**src/inc/stg_pkg.sv**
```systemverilog
// Package of constants and types for the serial target timing guard
package stg_pkg;
  localparam int unsigned CLK_HZ          = 25000000;
  localparam int unsigned CLK_NS          = 40;
  // Clock-low timeout window, milliseconds
  localparam int unsigned TIMEOUT_MIN_MS  = 25;
  localparam int unsigned TIMEOUT_MAX_MS  = 35;
  // Aim at the middle of the window
  localparam int unsigned TIMEOUT_MS      = 30;
  localparam int unsigned TIMEOUT_CYC     = TIMEOUT_MS * (CLK_HZ / 1000);
  // Internal programming time, milliseconds
  localparam int unsigned PROG_MS         = 10;
  localparam int unsigned PROG_CYC        = PROG_MS * (CLK_HZ / 1000);
  // Power-up delay before accesses, milliseconds
  localparam int unsigned PWRUP_MS        = 1;
  localparam int unsigned PWRUP_CYC       = PWRUP_MS * (CLK_HZ / 1000);
  // Spike width to suppress, nanoseconds
  localparam int unsigned SPIKE_NS        = 50;
  localparam int unsigned SPIKE_CYC       = (SPIKE_NS + CLK_NS - 1) / CLK_NS;
  // Internal SDA hold after SCL falls, nanoseconds
  localparam int unsigned HOLD_NS         = 200;
  localparam int unsigned HOLD_CYC        = (HOLD_NS + CLK_NS - 1) / CLK_NS;
  localparam logic [6:0]  TARGET_ADDR_RST = 7'h50;
  localparam int unsigned CNT_W           = 20;
  typedef enum logic [2:0] {
    STG_IDLE, STG_ADDR, STG_ACK, STG_WDATA, STG_RDATA, STG_RACK, STG_SKIP
  } stg_state_t;
endpackage : stg_pkg

```
**src/inc/stg_pins_if.sv**
```systemverilog
// Interface carrying filtered bus levels between filter and core
`timescale 1ns/10ps
`default_nettype none
interface stg_pins_if;
  logic scl;
  logic sda;
  modport filt (output scl, output sda);
  modport core (input scl, input sda);
endinterface : stg_pins_if
`default_nettype wire

```
**src/hw/stg_target.sv**
```systemverilog
// Serial bus target front end with timeout, busy and hold guards
`timescale 1ns/10ps
`default_nettype none
module stg_target
  import stg_pkg::*;
#(
  parameter int unsigned TIMEOUT_CYCLES = TIMEOUT_CYC,
  parameter int unsigned PROG_CYCLES    = PROG_CYC,
  parameter int unsigned PWRUP_CYCLES   = PWRUP_CYC
) (
  input  wire logic       i_mclk,
  input  wire logic       i_reset_n,
  input  wire logic       i_scl,
  input  wire logic       i_sda,
  input  wire logic       i_timeout_en,
  input  wire logic [6:0] i_target_addr,
  input  wire logic [7:0] i_rd_data,
  output var  logic       o_sda_oe_n,
  output var  logic       o_sda_out,
  output var  logic       o_wr_strobe,
  output var  logic [7:0] o_wr_data,
  output var  logic       o_wr_commit,
  output var  logic       o_rd_strobe,
  output var  logic       o_busy,
  output var  logic       o_ready,
  output var  logic       o_timeout
);
  stg_pins_if pins ();

  stg_glitch_filter u_filt (
    .i_mclk    (i_mclk),
    .i_reset_n (i_reset_n),
    .i_scl     (i_scl),
    .i_sda     (i_sda),
    .pins      (pins.filt)
  );

  stg_state_t       state_reg;
  logic             scl_d_reg;
  logic             sda_d_reg;
  logic [3:0]       bit_cnt_reg;
  logic [7:0]       shift_reg;
  logic             rnw_reg;
  logic             wrote_reg;
  logic [CNT_W-1:0] low_cnt_reg;
  logic [CNT_W-1:0] prog_cnt_reg;
  logic [CNT_W-1:0] pwr_cnt_reg;
  logic [3:0]       hold_cnt_reg;
  logic             drive_low_reg;
  logic             drive_low_next;
  logic             to_hit;

  wire scl_rise = pins.scl & ~scl_d_reg;
  wire scl_fall = ~pins.scl & scl_d_reg;
  wire start_c  = pins.scl & scl_d_reg & sda_d_reg & ~pins.sda;
  wire stop_c   = pins.scl & scl_d_reg & ~sda_d_reg & pins.sda;
  wire blocked  = o_busy | ~o_ready;

  assign to_hit = i_timeout_en && !pins.scl &&
                  (low_cnt_reg >= CNT_W'(TIMEOUT_CYCLES - 1));

  always_ff @(posedge i_mclk or negedge i_reset_n) begin
    if (!i_reset_n) begin
      scl_d_reg <= 1'b1;
      sda_d_reg <= 1'b1;
    end else begin
      scl_d_reg <= pins.scl;
      sda_d_reg <= pins.sda;
    end
  end

  // Clock-low timer; counts only while the clock is low and the timeout is enabled
  always_ff @(posedge i_mclk or negedge i_reset_n) begin
    if (!i_reset_n) begin
      low_cnt_reg <= '0;
      o_timeout   <= 1'b0;
    end else begin
      o_timeout <= to_hit;
      if (pins.scl || !i_timeout_en || to_hit) begin
        low_cnt_reg <= '0;
      end else begin
        low_cnt_reg <= low_cnt_reg + CNT_W'(1);
      end
    end
  end

  // Power-up guard before the bus is served
  always_ff @(posedge i_mclk or negedge i_reset_n) begin
    if (!i_reset_n) begin
      pwr_cnt_reg <= '0;
      o_ready     <= 1'b0;
    end else if (!o_ready) begin
      pwr_cnt_reg <= pwr_cnt_reg + CNT_W'(1);
      o_ready     <= (pwr_cnt_reg >= CNT_W'(PWRUP_CYCLES - 1));
    end
  end

  // Internal programming period after a write ends with stop
  always_ff @(posedge i_mclk or negedge i_reset_n) begin
    if (!i_reset_n) begin
      prog_cnt_reg <= '0;
      o_busy       <= 1'b0;
      o_wr_commit  <= 1'b0;
    end else begin
      o_wr_commit <= 1'b0;
      if (o_busy) begin
        prog_cnt_reg <= prog_cnt_reg + CNT_W'(1);
        if (prog_cnt_reg >= CNT_W'(PROG_CYCLES - 1)) begin
          o_busy <= 1'b0;
        end
      end else if (stop_c && wrote_reg && !to_hit) begin
        prog_cnt_reg <= '0;
        o_busy       <= 1'b1;
        o_wr_commit  <= 1'b1;
      end
    end
  end

  // Protocol engine
  always_ff @(posedge i_mclk or negedge i_reset_n) begin
    if (!i_reset_n) begin
      state_reg   <= STG_IDLE;
      bit_cnt_reg <= 4'h0;
      shift_reg   <= 8'h00;
      rnw_reg     <= 1'b0;
      wrote_reg   <= 1'b0;
      o_wr_strobe <= 1'b0;
      o_wr_data   <= 8'h00;
      o_rd_strobe <= 1'b0;
    end else begin
      o_wr_strobe <= 1'b0;
      o_rd_strobe <= 1'b0;
      if (to_hit) begin
        state_reg <= STG_IDLE;
        wrote_reg <= 1'b0;
      end else if (start_c) begin
        state_reg   <= blocked ? STG_SKIP : STG_ADDR;
        bit_cnt_reg <= 4'h0;
        wrote_reg   <= 1'b0;
      end else if (stop_c) begin
        state_reg <= STG_IDLE;
        wrote_reg <= 1'b0;
      end else if (scl_rise) begin
        unique case (state_reg)
          STG_ADDR, STG_WDATA: begin
            shift_reg   <= {shift_reg[6:0], pins.sda};
            bit_cnt_reg <= bit_cnt_reg + 4'h1;
          end
          STG_RDATA: begin
            bit_cnt_reg <= bit_cnt_reg + 4'h1;
          end
          STG_RACK: begin
            // Acknowledged read reloads at the next fall via the ACK step
            state_reg <= pins.sda ? STG_SKIP : STG_ACK;
          end
          default: begin
          end
        endcase
      end else if (scl_fall) begin
        unique case (state_reg)
          STG_ADDR: begin
            if (bit_cnt_reg == 4'h8) begin
              if (shift_reg[7:1] == i_target_addr && !blocked) begin
                state_reg <= STG_ACK;
                rnw_reg   <= shift_reg[0];
              end else begin
                state_reg <= STG_SKIP;
              end
            end
          end
          STG_WDATA: begin
            if (bit_cnt_reg == 4'h8) begin
              state_reg   <= STG_ACK;
              o_wr_strobe <= 1'b1;
              o_wr_data   <= shift_reg;
              wrote_reg   <= 1'b1;
            end
          end
          STG_ACK: begin
            bit_cnt_reg <= 4'h0;
            state_reg   <= rnw_reg ? STG_RDATA : STG_WDATA;
            if (rnw_reg) begin
              shift_reg   <= i_rd_data;
              o_rd_strobe <= 1'b1;
            end
          end
          STG_RDATA: begin
            if (bit_cnt_reg == 4'h8) begin
              state_reg <= STG_RACK;
            end else begin
              shift_reg <= {shift_reg[6:0], 1'b1};
            end
          end
          default: begin
          end
        endcase
      end
    end
  end

  always_comb begin
    unique case (state_reg)
      STG_ACK:   drive_low_next = 1'b1;
      STG_RDATA: drive_low_next = ~shift_reg[7];
      default:   drive_low_next = 1'b0;
    endcase
    if (blocked && state_reg != STG_ACK) begin
      drive_low_next = 1'b0;
    end
  end

  // Drive changes wait the hold time after the clock falls; timeout or busy drops the drive at once
  always_ff @(posedge i_mclk or negedge i_reset_n) begin
    if (!i_reset_n) begin
      hold_cnt_reg  <= 4'h0;
      drive_low_reg <= 1'b0;
    end else if (to_hit || o_busy) begin
      hold_cnt_reg  <= 4'h0;
      drive_low_reg <= 1'b0;
    end else if (scl_fall) begin
      hold_cnt_reg <= 4'h1;
    end else if (hold_cnt_reg != 4'h0) begin
      if (hold_cnt_reg >= 4'(HOLD_CYC)) begin
        hold_cnt_reg  <= 4'h0;
        drive_low_reg <= drive_low_next;
      end else begin
        hold_cnt_reg <= hold_cnt_reg + 4'h1;
      end
    end else if (state_reg == STG_IDLE || state_reg == STG_SKIP) begin
      drive_low_reg <= 1'b0;
    end
  end

  always_ff @(posedge i_mclk or negedge i_reset_n) begin
    if (!i_reset_n) begin
      o_sda_oe_n <= 1'b1;
      o_sda_out  <= 1'b0;
    end else begin
      o_sda_oe_n <= ~drive_low_reg;
      o_sda_out  <= 1'b0;
    end
  end
endmodule : stg_target
`default_nettype wire

```
**src/hw/stg_glitch_filter.sv**
```systemverilog
// Two-stage synchroniser and spike filter for the bus inputs
`timescale 1ns/10ps
`default_nettype none
module stg_glitch_filter
  import stg_pkg::*;
(
  input  wire logic  i_mclk,
  input  wire logic  i_reset_n,
  input  wire logic  i_scl,
  input  wire logic  i_sda,
  stg_pins_if.filt   pins
);
  logic [1:0] scl_sync_reg;
  logic [1:0] sda_sync_reg;
  logic [2:0] scl_cnt_reg;
  logic [2:0] sda_cnt_reg;
  localparam logic [2:0] FCNT = 3'(SPIKE_CYC);

  always_ff @(posedge i_mclk or negedge i_reset_n) begin
    if (!i_reset_n) begin
      scl_sync_reg <= 2'h3;
      sda_sync_reg <= 2'h3;
    end else begin
      scl_sync_reg <= {scl_sync_reg[0], i_scl};
      sda_sync_reg <= {sda_sync_reg[0], i_sda};
    end
  end

  // A level must persist beyond the spike width before it is accepted
  always_ff @(posedge i_mclk or negedge i_reset_n) begin
    if (!i_reset_n) begin
      scl_cnt_reg <= 3'h0;
      pins.scl    <= 1'b1;
    end else if (scl_sync_reg[1] == pins.scl) begin
      scl_cnt_reg <= 3'h0;
    end else if (scl_cnt_reg >= FCNT) begin
      scl_cnt_reg <= 3'h0;
      pins.scl    <= scl_sync_reg[1];
    end else begin
      scl_cnt_reg <= scl_cnt_reg + 3'h1;
    end
  end

  always_ff @(posedge i_mclk or negedge i_reset_n) begin
    if (!i_reset_n) begin
      sda_cnt_reg <= 3'h0;
      pins.sda    <= 1'b1;
    end else if (sda_sync_reg[1] == pins.sda) begin
      sda_cnt_reg <= 3'h0;
    end else if (sda_cnt_reg >= FCNT) begin
      sda_cnt_reg <= 3'h0;
      pins.sda    <= sda_sync_reg[1];
    end else begin
      sda_cnt_reg <= sda_cnt_reg + 3'h1;
    end
  end
endmodule : stg_glitch_filter
`default_nettype wire

```
**config.mk**
```make
export PLATFORM = sky130hd
export DESIGN_NAME = stg_target
export DESIGN_NICKNAME = d
export VERILOG_FILES = /design/src/inc/stg_pkg.sv /design/src/inc/stg_pins_if.sv /design/src/hw/stg_target.sv /design/src/hw/stg_glitch_filter.sv
export SDC_FILE = /design/constraint.sdc
export NUM_CORES = 1
export LEC_CHECK = 0
export ABC_CLOCK_PERIOD_IN_PS = 2500
export BUFFER_PORTS_ARGS = -buffer_cell sky130_fd_sc_hd__buf_2
export CAP_MARGIN = 10
export CORE_ASPECT_RATIO = 1.75
export CORE_MARGIN = 1
export CORE_UTILIZATION = 54
export DETAILED_ROUTE_END_ITERATION = 7
export PLACE_DENSITY = 0.75
export REMOVE_ABC_BUFFERS = 1
export SETUP_SLACK_MARGIN = 0.15
export SYNTH_ARGS = -nofsm -noshare
export SYNTH_HDL_FRONTEND = slang
export SYNTH_SLANG_ARGS = --single-unit
```
**constraint.sdc**
```tcl
create_clock -name i_mclk -period 2.5 [get_ports i_mclk]
set_input_delay 0.375 -clock i_mclk [delete_from_list [all_inputs] [get_ports i_mclk]]
set_output_delay 0.375 -clock i_mclk [all_outputs]
set_load 0.05 [all_outputs]
```
Word-level counts from Yosys, hierarchy flattened
Index checks and enable logic that the tools add are counted.

storage, ports and cells
  bits in latches = 0
  register bits after elaboration = 111
  logic and storage cells = 192
  memories = 0
  bits of input ports = 20
  memory bits (writable) = 0
  output and inout bits = 16
  memory bits (read-only) = 0

operators by class
  reduce and logical (&&, ||, !) cells = 39
  multiply operators = 0
  equality and inequality tests = 23
  bitwise logic cells = 21
  multiplexer cells = 70
  order comparisons = 6
  add/sub/neg operators = 7
  shift-type cells = 0
  divide/modulo/power cells = 0

operators with widths
  kind                                                                     count
  20-bit by 1-bit adder with 20-bit output, second input constant          3
  20-bit 2-to-1 mux                                                        3
  3-bit 2-to-1 mux                                                         17
  4-bit 2-to-1 mux                                                         10
  8-bit 2-to-1 mux                                                         5
  1-bit 2-to-1 mux                                                         32
  20-bit by 15-bit >= comparator with 1-bit output, second input constant  1
  20-bit by 18-bit >= comparator with 1-bit output, second input constant  1
  20-bit >= comparator, second input constant                              1
  6-bit != test, second input constant                                     3
  8-bit one-hot mux with 2 select lines                                    1
  8-bit AND reduction                                                      2
  4-bit nonzero test                                                       4
  3-bit nonzero test                                                       5
  1-bit NOT                                                                13
  3-bit one-hot mux with 4 select lines                                    1
  3-bit == test, second input constant                                     3
  3-bit by 2-bit != test with 1-bit output, second input constant          3
  4-bit by 1-bit adder with 4-bit output, second input constant            2
  8-bit nonzero test                                                       1
  1-bit bitwise AND                                                        7
  7-bit == test                                                            1
  7-bit AND reduction                                                      1
  3-bit by 1-bit adder with 3-bit output, second input constant            2
  26 further kinds                                                         44

Depth between registers and ports, before layout
Gate-level depths: netlist of run 1.

  depth after elaboration = 12
  depth in mapped cells = 9
  depth with buffers taken out = 7

Cells and area by module
A second synthesis of run 1 with hierarchy kept.

unflattened totals
  cell total of the unflattened synthesis = 527
  area total of the unflattened synthesis = 5564.1 µm²

by module, submodules not included
  module             instances  sequential area each (µm²)  cells each  area an instance (µm²)
  stg_target         1          2481.1                      495         5081.1
  stg_glitch_filter  1          307.8                       32          483.0

Worst setup path after synthesis of run 1
OpenSTA, ideal clock, no wires.

  kind = register to register
  from = register scl_d_reg
  to = register bit_cnt_reg[3]
  arrival = 2.246 ns
  required time = 2.376 ns
  period minus slack after synthesis = 2.370 ns
  path buffers = 1
  library setup time = 0.124 ns
  slack = 0.130 ns
  cell stages (with the launch flop) = 9
  cell sequence = dfstp_2 > inv_1 > ha_1 > buf_2 > or4b_1 > a31o_2 > a21oi_1 > o21ai_1 > a211o_1

on the way
  word-level cells in the longest chain between the ends = 5
  elaborated cells between the ends (all ways) = 16
  classes of those cells = 2 x eq/ne; 3 x mux; 8 x bitwise; 3 x reduce/logical

RTL lines
  what                                                                              line                                                  RTL
  start, declared                                                                   stg_target.sv:39                                      logic scl_d_reg;
  start signal, assigned                                                            stg_target.sv:67                                      scl_d_reg <= pins.scl;
  1-bit bitwise AND or 1-bit NOT (tied branches)                                    stg_target.sv:55, stg_target.sv:56, stg_target.sv:53
  1-bit bitwise AND, on equally long branches                                       stg_target.sv:55, stg_target.sv:53, stg_target.sv:56
  1-bit bitwise AND, or another cell as far along                                   stg_target.sv:55                                      wire start_c = pins.scl & scl_d_reg & sda_d_reg & ~pins.sda;
  3-bit by 2-bit != test with 1-bit output (no line), or another cell as far along  -
  5-bit AND reduction (no line) or 4-bit 2-to-1 mux (tied branches)                 -
  end signal, assigned                                                              stg_target.sv:147                                     bit_cnt_reg <= bit_cnt_reg + 4'h1;
  end signal, assigned                                                              stg_target.sv:150                                     bit_cnt_reg <= bit_cnt_reg + 4'h1;
  end, declared                                                                     stg_target.sv:41                                      logic [3:0] bit_cnt_reg;

Parallel ways exist; a longest one is shown, timed or not. The select of a mux whose other input is x is not followed.
A chain may end at the register's enable or synchronous reset.

Worst setup path after layout of run 1
  from = register u_filt.pins.scl
  to = register bit_cnt_reg[3]

on the way
  word-level cells in the longest chain between the ends = 5
  elaborated cells between the ends (all ways) = 20
  classes of those cells = 2 x eq/ne; 3 x mux; 9 x bitwise; 6 x reduce/logical

RTL lines
  what                                                                              line                                                  RTL
  start, declared                                                                   stg_pins_if.sv:7                                      modport filt (output scl, output sda);
  start signal, assigned                                                            stg_glitch_filter.sv:38                               pins.scl <= scl_sync_reg[1];
  1-bit bitwise AND or 1-bit zero test (tied branches)                              stg_target.sv:55, stg_target.sv:56, stg_target.sv:59
  1-bit bitwise AND, or another cell as far along (2 in a row)                      stg_target.sv:55
  3-bit by 2-bit != test with 1-bit output (no line), or another cell as far along  -
  5-bit AND reduction (no line)                                                     -

Parallel ways exist; a longest one is shown, timed or not. The select of a mux whose other input is x is not followed.

==> impl_metrics.env, run 1 <==
export IMPL_outcome="completed"
export IMPL_boundaryPins=36
export IMPL_drt_pass1_iterations=4
export IMPL_cp_required_ns=2.73
export IMPL_finalClockSkew_ns=0.00596
export IMPL_grt_util_met2_pct=43.6
export IMPL_start_util_pct=56.0
export IMPL_fin_cells=703
export IMPL_path_clk_slew_ns=0.07
export IMPL_fin_crit_ns=2.36
export IMPL_hpwl_mm=8.39
export IMPL_hold_viol_final=0
export IMPL_synth_seq_area_share_pct=50.2
export IMPL_cts_root_buf="clkbuf_16"
export IMPL_end_kind="flop"
export IMPL_routed_wirelength_mm=11.6
export IMPL_clock_fmax_mhz=424
export IMPL_cts_tree="built"
export IMPL_cts_sinks=111
export IMPL_cp_max_fo=7
export IMPL_drt_iter0_drc=253
export IMPL_place_gp_congestion=0.838
export IMPL_arrival_ns=2.59
export IMPL_use_met3_pct=4.16
export IMPL_worst_slack_ns=0.142
export IMPL_drc_errors=0
export IMPL_p_leak_nw=2.71
export IMPL_clk_path_buf_depth=2
export IMPL_fin_nets=607
export IMPL_synthCells=527
export IMPL_core_area_um2=9910
export IMPL_worstSetupStartpointType="flop"
export IMPL_clk_latency_ns=0.35
export IMPL_grt_busiest_layer="met2"
export IMPL_rows=48
export IMPL_criticalPathCategory="reg -> reg"
export IMPL_slew_violations=0
export IMPL_grt_max_degree=51
export IMPL_fin_util_pct=63.5
export IMPL_multi_input_area_um2=2650
export IMPL_grt_pass1_wl_mm=19.9
export IMPL_drive_gt1_share_pct=21.5
export IMPL_dieArea_um2=10700
export IMPL_syn_avg_cell_area_um2=10.5
export IMPL_cts_made_buffers=9
export IMPL_rsz0062_at_grt="yes"
export IMPL_wl_per_cell_um=16.6
export IMPL_htree_levels=3
export IMPL_fp_dieW_um=78.6
export IMPL_antennaDiodeCount=0
export IMPL_grt_pass1_vias=4286
export IMPL_grt_overflow_total=0
export IMPL_seq_area_um2=2790
export IMPL_synth_area_um2=5550
export IMPL_power_density_nw_per_um2=829
export IMPL_vdd_drop_max_uv=461
export IMPL_fp_dieH_um=136
export IMPL_numPortBuffers=34
export IMPL_ant_nets=0
export IMPL_worst_slew_pin_slew_ns=0.639
export IMPL_groute_usage_overall_pct=24.0
export IMPL_synthToLayoutAreaGrowth_pct=13.4
export IMPL_synthDistinctLibCells=64
export IMPL_place_inst=686
export IMPL_setup_tns_ns=0
export IMPL_drv_cap=0
export IMPL_dp_slack_ns=0.0496
export IMPL_max_slew_margin_pct=57.0
export IMPL_finalCritPeriodShare_pct=94.3
export IMPL_hp_class="in -> async"
export IMPL_vias_per_cell=5.92
export IMPL_ys_flop_type="dfrtp_1"
export IMPL_synth_warnings=0
export IMPL_setup_viol=0
export IMPL_synth_edff_count=0
export IMPL_antenna_found_initial=0
export IMPL_synthArstFlopShare_pct=100
export IMPL_nFillCells=825
export IMPL_ys_seq_elements=111
export IMPL_use_met1_pct=27.1
export IMPL_vias=4162
[final timing paths]
path	slack (ns)	cells after the start	end	startpoint
worst max-delay path	0.14	6	bit_cnt_reg[3]$_DFFE_PN0P_	u_filt.pins.scl$_DFFE_PN1P_
worst min-delay path	0.05	1	prog_cnt_reg[3]$_DFFE_PN0P_	i_reset_n
worst max register to register	0.14	6	bit_cnt_reg[3]$_DFFE_PN0P_	u_filt.pins.scl$_DFFE_PN1P_
worst min register to register	0.36	0	u_filt.sda_sync_reg[1]$_DFF_PN1_	u_filt.sda_sync_reg[0]$_DFF_PN1_
max in group asynchronous	1.73	2	u_filt.scl_sync_reg[0]$_DFF_PN1_	i_reset_n
min in group i_mclk	0.12	1	u_filt.sda_sync_reg[0]$_DFF_PN1_	i_sda
[Yosys cell counts (9+ instances only)]
library cell | n | area, µm²
inv_1 | 19 | 71.3
nor2_1 | 53 | 199
xnor2_1 | 27 | 236
nand3_1 | 28 | 140
ha_1 | 14 | 175
and2_1 | 12 | 75.1
xor2_1 | 24 | 210
dfstp_2 | 9 | 236
mux2_2 | 28 | 315
dfrtp_1 | 102 | 2550
nand4_1 | 14 | 87.6
nor4_1 | 14 | 87.6
o311ai_0 | 11 | 96.3
nand2_1 | 27 | 101
clkbuf_1 | 11 | 41.3
nor3_1 | 14 | 70.1
o21ai_0 | 28 | 140
[layout by cell type (no fill, tap or decap), drive strengths merged, types with 6 or more instances in the layout]
master  instances
inv            23
mux2           28
and2           12
dfrtp         102
nor2           53
clkbuf         10
nand3          28
xnor2          27
ha             14
o21ai          30
buf            52
nor3           15
nand4          14
nand2          27
dfstp           9
o311ai         11
a21oi           7
nor4           15
nor2b           6
xor2           24
[per-stage QoR]
step	power, W	area (µm²)	hold slack, ns
after floorplan	0.00332	5470	0.0794
after global placement	0.00372	5940	0.346
after detailed placement	0.00380	5940	0.348
after CTS	0.00522	6250	0.0678
after global routing	0.00551	6290	0.0884
final	0.00522	6290	0.0498
[metal layers]
layer  wire length [µm]  up-vias  part of all wire, %
li1                   -     1982                    -
met1               4590     2059                   39
met2               6370       89                   55
met3                322       32                  2.8
met4                359        0                  3.1
met5                  0        -                    0
[kinds of logic (layout without fill, tap and decap cells)]
family                     count (synthesis)  after routing  share of synthesized area (%)
and+or+nand+nor                          201            201                           19.3
AOI/OAI and AO/OA                         83             83                           10.5
muxes                                     29             29                           5.86
buffers and inverters                     37             88                           2.77
other                                      1              1                         0.0675
adders and majority gates                 14             14                           3.16
DFF                                      111            111                           50.2
xor gates and xnor gates                  51             51                           8.05
[worst max-delay path, cell delays in order, from the launching register on]
cell and delay [ns]:
dfstp_2 0.60, ha_2 0.26, or4bb_1 0.49, a31o_2 0.29, nor2_1 0.19, o21ai_2 0.11, a211o_1 0.30
[final cells by class]
class | instances | area share (%)
Multi-Input combinational cell | 379 | 42.1
Inverter | 20 | 1.27
Sequential cell | 111 | 44.3
Clock buffer | 10 | 3.80
Tap cell | 125 | 2.48
Clock inverter | 6 | 0.835
Timing Repair Buffer | 52 | 5.21
[where the power goes]
group	internal (W)	total (W)	switching (W)
Sequential	0.00204	0.00230	0.000263
Combinational	0.000699	0.00152	0.000824
Clock	0.000721	0.00139	0.000672
Total	0.00346	0.00522	0.00176
[timing repair]
action | 4_1_cts | 5_1_grt
endpoints found under the setup margin | 9 | 27
hold endpoints to repair | 0 | 0
pin swaps | 0 | 4
hold buffers | 0 | 0
setup buffers | 0 | 1
gates resized for setup | 5 | 9
Power figures use the tool's default switching activity.
==> inputs of run 2 (changes only) <==
--- a/config.mk
+++ b/config.mk
@@ -13,7 +13,6 @@
 export CORE_UTILIZATION = 54
 export DETAILED_ROUTE_END_ITERATION = 7
 export PLACE_DENSITY = 0.75
-export REMOVE_ABC_BUFFERS = 1
 export SETUP_SLACK_MARGIN = 0.15
 export SYNTH_ARGS = -nofsm -noshare
 export SYNTH_HDL_FRONTEND = slang
==> impl_metrics.env, run 2 (synthesis results as in run 1) <==
export IMPL_outcome="completed"
export IMPL_fin_crit_ns=2.35
export IMPL_path_clk_slew_ns=0.07
export IMPL_nFillCells=778
export IMPL_ant_nets=0
export IMPL_cts_tree="built"
export IMPL_vias=4182
export IMPL_worst_slew_pin_slew_ns=0.602
export IMPL_drc_errors=0
export IMPL_drt_pass1_iterations=4
export IMPL_fin_nets=609
export IMPL_vdd_drop_max_uv=476
export IMPL_hpwl_mm=8.65
export IMPL_crit_path_cell_trace="ha_1 -> a311oi_2 -> o31a_1 -> a2111o_1 -> inv_2 -> buf_4 -> nor3_2 -> buf_4 -> a31o_2"
export IMPL_cts_sinks=111
export IMPL_place_gp_congestion=0.871
export IMPL_max_slew_margin_pct=59.4
export IMPL_start_util_pct=56.0
export IMPL_antenna_found_initial=0
export IMPL_grt_pass1_wl_mm=19.4
export IMPL_vias_per_cell=5.93
export IMPL_clk_path_buf_depth=2
export IMPL_numPortBuffers=34
export IMPL_grt_overflow_total=0
export IMPL_antennaDiodeCount=0
export IMPL_grt_pass1_vias=4301
export IMPL_rsz0062_at_grt="yes"
export IMPL_arrival_ns=2.59
export IMPL_hold_viol_final=0
export IMPL_seq_area_um2=2790
export IMPL_worst_slack_ns=0.150
export IMPL_worstReg2RegStart="low_cnt_reg[0]$_DFF_PN0_"
export IMPL_dieArea_um2=10700
export IMPL_htree_levels=3
export IMPL_max_stage_delay_ns=0.41
export IMPL_hold_start="i_sda"
export IMPL_hp_class="in -> reg"
export IMPL_cts_root_buf="clkbuf_16"
export IMPL_boundaryPins=36
export IMPL_cp_max_fo=8
export IMPL_final_common_cell="dfrtp_1"
export IMPL_rows=48
export IMPL_fp_dieH_um=136
export IMPL_slew_violations=0
export IMPL_cp_slowest_cell="a2111o_1"
export IMPL_finalClockSkew_ns=0.00814
export IMPL_cts_made_buffers=9
export IMPL_cp_num_buf_inv=3
export IMPL_multi_input_area_um2=2690
export IMPL_worstSetupStartpointType="flop"
export IMPL_clock_fmax_mhz=426
export IMPL_drt_iter0_drc=277
export IMPL_drive_gt1_share_pct=21.7
export IMPL_stdcell_area_um2=6380
export IMPL_core_area_um2=9910
export IMPL_setup_tns_ns=0
export IMPL_dp_slack_ns=0.0839
export IMPL_power_density_nw_per_um2=842
export IMPL_synthToLayoutAreaGrowth_pct=14.9
export IMPL_cp_top_family="compound AO/OA/AOI/OAI gates"
export IMPL_criticalPathCategory="reg -> reg"
export IMPL_end_kind="flop"
export IMPL_grt_max_degree=41
export IMPL_drv_cap=0
export IMPL_clk_latency_ns=0.35
export IMPL_cp_required_ns=2.74
export IMPL_groute_usage_overall_pct=23.4
export IMPL_final_cell_mix="102 x dfrtp_1, 52 x nor2_1, 33 x buf_2"
export IMPL_synth_nets=561
export IMPL_cp_common_cell="buf_4"
export IMPL_routed_wirelength_mm=12.0
export IMPL_dpl_cell_area_um2=5970
export IMPL_fp_dieW_um=78.6
export IMPL_crit_start="low_cnt_reg[0]$_DFF_PN0_"
export IMPL_setup_viol=0
export IMPL_p_leak_nw=2.75
export IMPL_finalCritPeriodShare_pct=94.0
export IMPL_wl_per_cell_um=17.0
[run 2: changes by cell type in the layout (fill, tap and decap cells not counted), sizes merged]
cell / previous run / this run
clkbuf: 10 / 11
inv: 23 / 22
bufinv: 0 / 1
dlygate4sd3: 0 / 1
buf: 52 / 53
clkinv: 2 / 1
[run 2: per-layer routing]
layer / part of all wire (%) / GRT usage (%)
met5: 0 / 0
met3: 2.8 / 4.03
met2: 56 / 43.9
met4: 3.4 / 13.0
met1: 38 / 24.0
[run 2: final cells by class]
class / count / share of cell area (%)
clock buffers: 11 / 3.96
clock inverters: 5 / 1.00
inverters: 20 / 1.18
multi-input cells: 379 / 42.1
flip-flops and latches: 111 / 43.7
well taps: 125 / 2.45
repair buffers: 54 / 5.61
[run 2: worst paths after layout]
| path | endpoint | slack [ns] | cells past startpoint |
|---|---|---|---|
| max | o_busy$_DFF_PN0_ | 0.15 | 9 |
| min | u_filt.sda_sync_reg[0]$_DFF_PN1_ | 0.11 | 1 |
| max reg2reg | o_busy$_DFF_PN0_ | 0.15 | 9 |
| min reg2reg | u_filt.scl_sync_reg[1]$_DFF_PN1_ | 0.35 | 0 |
| max in group asynchronous | sda_d_reg$_DFF_PN1_ | 1.32 | 3 |
| min in group asynchronous | o_wr_commit$_DFF_PN0_ | 0.53 | 2 |
[run 2: power by group]
part	internal, W	switching, W	leakage, nW
sequential	0.00204	0.000274	1.40
combinational	0.000723	0.000842	1.20
clock	0.000841	0.000654	0.153
[run 2: timing repair]
item,in CTS,in global routing
pin swaps,1,4
gates resized for setup,7,8
hold endpoints to repair,1,0
hold buffers,1,0
setup buffers,0,1
endpoints found under the setup margin,10,20
[run 2: per-stage QoR]
step / power [W] / hold WS [ns] / cells / util, %
2_1_floorplan: 0.00336 / 0.0794 / 527 / -
6_report: 0.00537 / 0.114 / 705 / 64.4
5_1_grt: 0.00563 / 0.108 / 705 / 64.4
3_5_place_dp: 0.00379 / 0.348 / 687 / 60.2
4_1_cts: 0.00532 / 0.107 / 704 / 63.8
3_3_place_gp: 0.00371 / 0.348 / 687 / 60.2
==> inputs of run 3 (changes only) <==
--- a/config.mk
+++ b/config.mk
@@ -8,7 +8,7 @@
 export ABC_CLOCK_PERIOD_IN_PS = 2500
 export BUFFER_PORTS_ARGS = -buffer_cell sky130_fd_sc_hd__buf_2
 export CAP_MARGIN = 10
-export CORE_ASPECT_RATIO = 1.75
+export CORE_ASPECT_RATIO = 0.75
 export CORE_MARGIN = 1
 export CORE_UTILIZATION = 54
 export DETAILED_ROUTE_END_ITERATION = 7
==> impl_metrics.env, run 3 (synthesis results as in run 1) <==
export IMPL_outcome="completed"
export IMPL_cp_top_family="compound AO/OA/AOI/OAI gates"
export IMPL_cp_max_fo=8
export IMPL_max_slew_margin_pct=63.2
export IMPL_finalClockSkew_ns=0.00689
export IMPL_hpwl_mm=7.96
export IMPL_antennaDiodeCount=0
export IMPL_dp_slack_ns=0.153
export IMPL_vias_per_cell=5.75
export IMPL_clk_latency_ns=0.35
export IMPL_path_clk_slew_ns=0.07
export IMPL_clock_fmax_mhz=435
export IMPL_final_cell_mix="102 x dfrtp_1, 52 x nor2_1, 33 x buf_2"
export IMPL_setup_tns_ns=0
export IMPL_r2r_cells=8
export IMPL_cp_slowest_cell="dfrtp_1"
export IMPL_cp_num_buf_inv=2
export IMPL_numPortBuffers=34
export IMPL_fin_nets=612
export IMPL_core_area_um2=9810
export IMPL_grt_overflow_total=0
export IMPL_cts_root_buf="clkbuf_16"
export IMPL_seqPwrFrac_pct=43.4
export IMPL_start_util_pct=56.6
export IMPL_p_leak_nw=2.74
export IMPL_vias=4109
export IMPL_ant_nets=0
export IMPL_slew_violations=0
export IMPL_worstHoldEndpoint="u_filt.sda_sync_reg[0]$_DFF_PN1_"
export IMPL_boundaryPins=36
export IMPL_vdd_drop_max_uv=449
export IMPL_combPwrFrac_pct=29.3
export IMPL_synth_nets=561
export IMPL_cts_tree="built"
export IMPL_arrival_ns=2.53
export IMPL_routed_wirelength_mm=11.1
export IMPL_place_gp_congestion=0.917
export IMPL_finalCritPeriodShare_pct=91.9
export IMPL_hp_class="in -> reg"
export IMPL_criticalPathCategory="reg -> reg"
export IMPL_end_kind="flop"
export IMPL_drc_errors=0
export IMPL_clk_path_buf_depth=2
export IMPL_rows=31
export IMPL_crit_path_cell_trace="ha_2 -> a311oi_1 -> o31a_1 -> a2111o_1 -> inv_4 -> a2111oi_4 -> buf_6 -> mux2_2"
export IMPL_drt_pass1_iterations=5
export IMPL_grt_pass1_vias=4030
export IMPL_worstReg2RegStart="low_cnt_reg[1]$_DFF_PN0_"
export IMPL_htree_levels=3
export IMPL_worst_slack_ns=0.202
export IMPL_worstSetupStartpointType="flop"
export IMPL_max_stage_delay_ns=0.40
export IMPL_min_delay_path_depth=1
export IMPL_dieArea_um2=10700
export IMPL_drv_cap=0
export IMPL_synthToLayoutAreaGrowth_pct=14.0
export IMPL_cts_sinks=111
export IMPL_fin_crit_ns=2.30
export IMPL_groute_usage_overall_pct=22.4
export IMPL_antenna_found_initial=0
export IMPL_worst_slew_pin_slew_ns=0.547
export IMPL_power_density_nw_per_um2=832
export IMPL_switching_share_pct=32.5
export IMPL_switching_power_w=0.00171
export IMPL_clkPwrFrac_pct=27.2
export IMPL_p_int_w=0.00356
export IMPL_cp_required_ns=2.73
export IMPL_setup_viol=0
export IMPL_grt_pass1_wl_mm=19.1
export IMPL_fp_dieW_um=119
export IMPL_final_common_cell="dfrtp_1"
export IMPL_hold_start="i_sda"
export IMPL_cts_made_buffers=9
export IMPL_r2r_end="shift_reg[0]$_DFFE_PN0P_"
export IMPL_fp_dieH_um=89.8
export IMPL_grt_max_degree=38
export IMPL_r2r_slack_ns=0.20
export IMPL_drt_iter0_drc=277
export IMPL_drive_gt1_share_pct=21.1
export IMPL_wl_per_cell_um=15.5
export IMPL_hold_viol_final=0
export IMPL_rsz0062_at_grt="yes"
[run 3: per-layer routing]
metal / vias to the layer above / GRT usage, % / routed length (µm)
met2: 106 / 33.7 / 4960
li1: 2002 / - / -
met3: 16 / 6.47 / 648
met4: 0 / 5.38 / 139
met5: - / 0 / 0
met1: 1985 / 32.0 / 5320
[run 3: layout make-up]
class | count | area (µm²)
clock inverters | 5 | 58.8
inverters | 20 | 77.6
flip-flops and latches | 111 | 2790
repair buffers | 57 | 368
multi-input cells | 379 | 2630
fillers | 769 | 3480
well taps | 132 | 165
clock buffers | 11 | 243
[run 3: how the worst max path moves through the flow]
stage | startpoint | endpoint | slack (ns) | depth (start not counted)
after floorplan | scl_d_reg$_DFF_PN1_ | bit_cnt_reg[3]$_DFFE_PN0P_ | 0.17 | 8
after global placement | scl_d_reg$_DFF_PN1_ | bit_cnt_reg[3]$_DFFE_PN0P_ | 0.22 | 7
after detailed placement | scl_d_reg$_DFF_PN1_ | bit_cnt_reg[3]$_DFFE_PN0P_ | 0.15 | 7
after CTS | low_cnt_reg[0]$_DFF_PN0_ | shift_reg[0]$_DFFE_PN0P_ | 0.16 | 8
after global routing | scl_d_reg$_DFF_PN1_ | bit_cnt_reg[3]$_DFFE_PN0P_ | 0.08 | 7
final | low_cnt_reg[1]$_DFF_PN0_ | shift_reg[0]$_DFFE_PN0P_ | 0.20 | 8
[run 3: repair_timing]
action	in CTS	in global routing
hold buffers	1	0
pin swaps	0	1
setup endpoints to repair	9	25
buffers inserted	0	1
endpoints found under the hold margin	29	0
gates resized for setup	2	6
[run 3: metrics by stage]
stage | hold slack [ns] | power, W | util, % | cells | cell area (µm²)
2_1_floorplan | 0.0794 | 0.00336 | - | 527 | 5560
3_3_place_gp | 0.347 | 0.00373 | 61.0 | 697 | 5980
3_5_place_dp | 0.348 | 0.00381 | 61.0 | 697 | 5980
4_1_cts | 0.108 | 0.00526 | 64.2 | 714 | 6300
5_1_grt | 0.0928 | 0.00558 | 64.5 | 715 | 6330
6_report | 0.113 | 0.00527 | 64.5 | 715 | 6330
[run 3: power groups by stage]
stage          combinational, W  clock (W)  sequential (W)
6_report                0.00154    0.00144         0.00229
5_1_grt                 0.00171    0.00154         0.00233
4_1_cts                 0.00151    0.00147         0.00229
3_5_place_dp            0.00149          0         0.00232
3_3_place_gp            0.00143          0         0.00230
2_1_floorplan           0.00110          0         0.00226
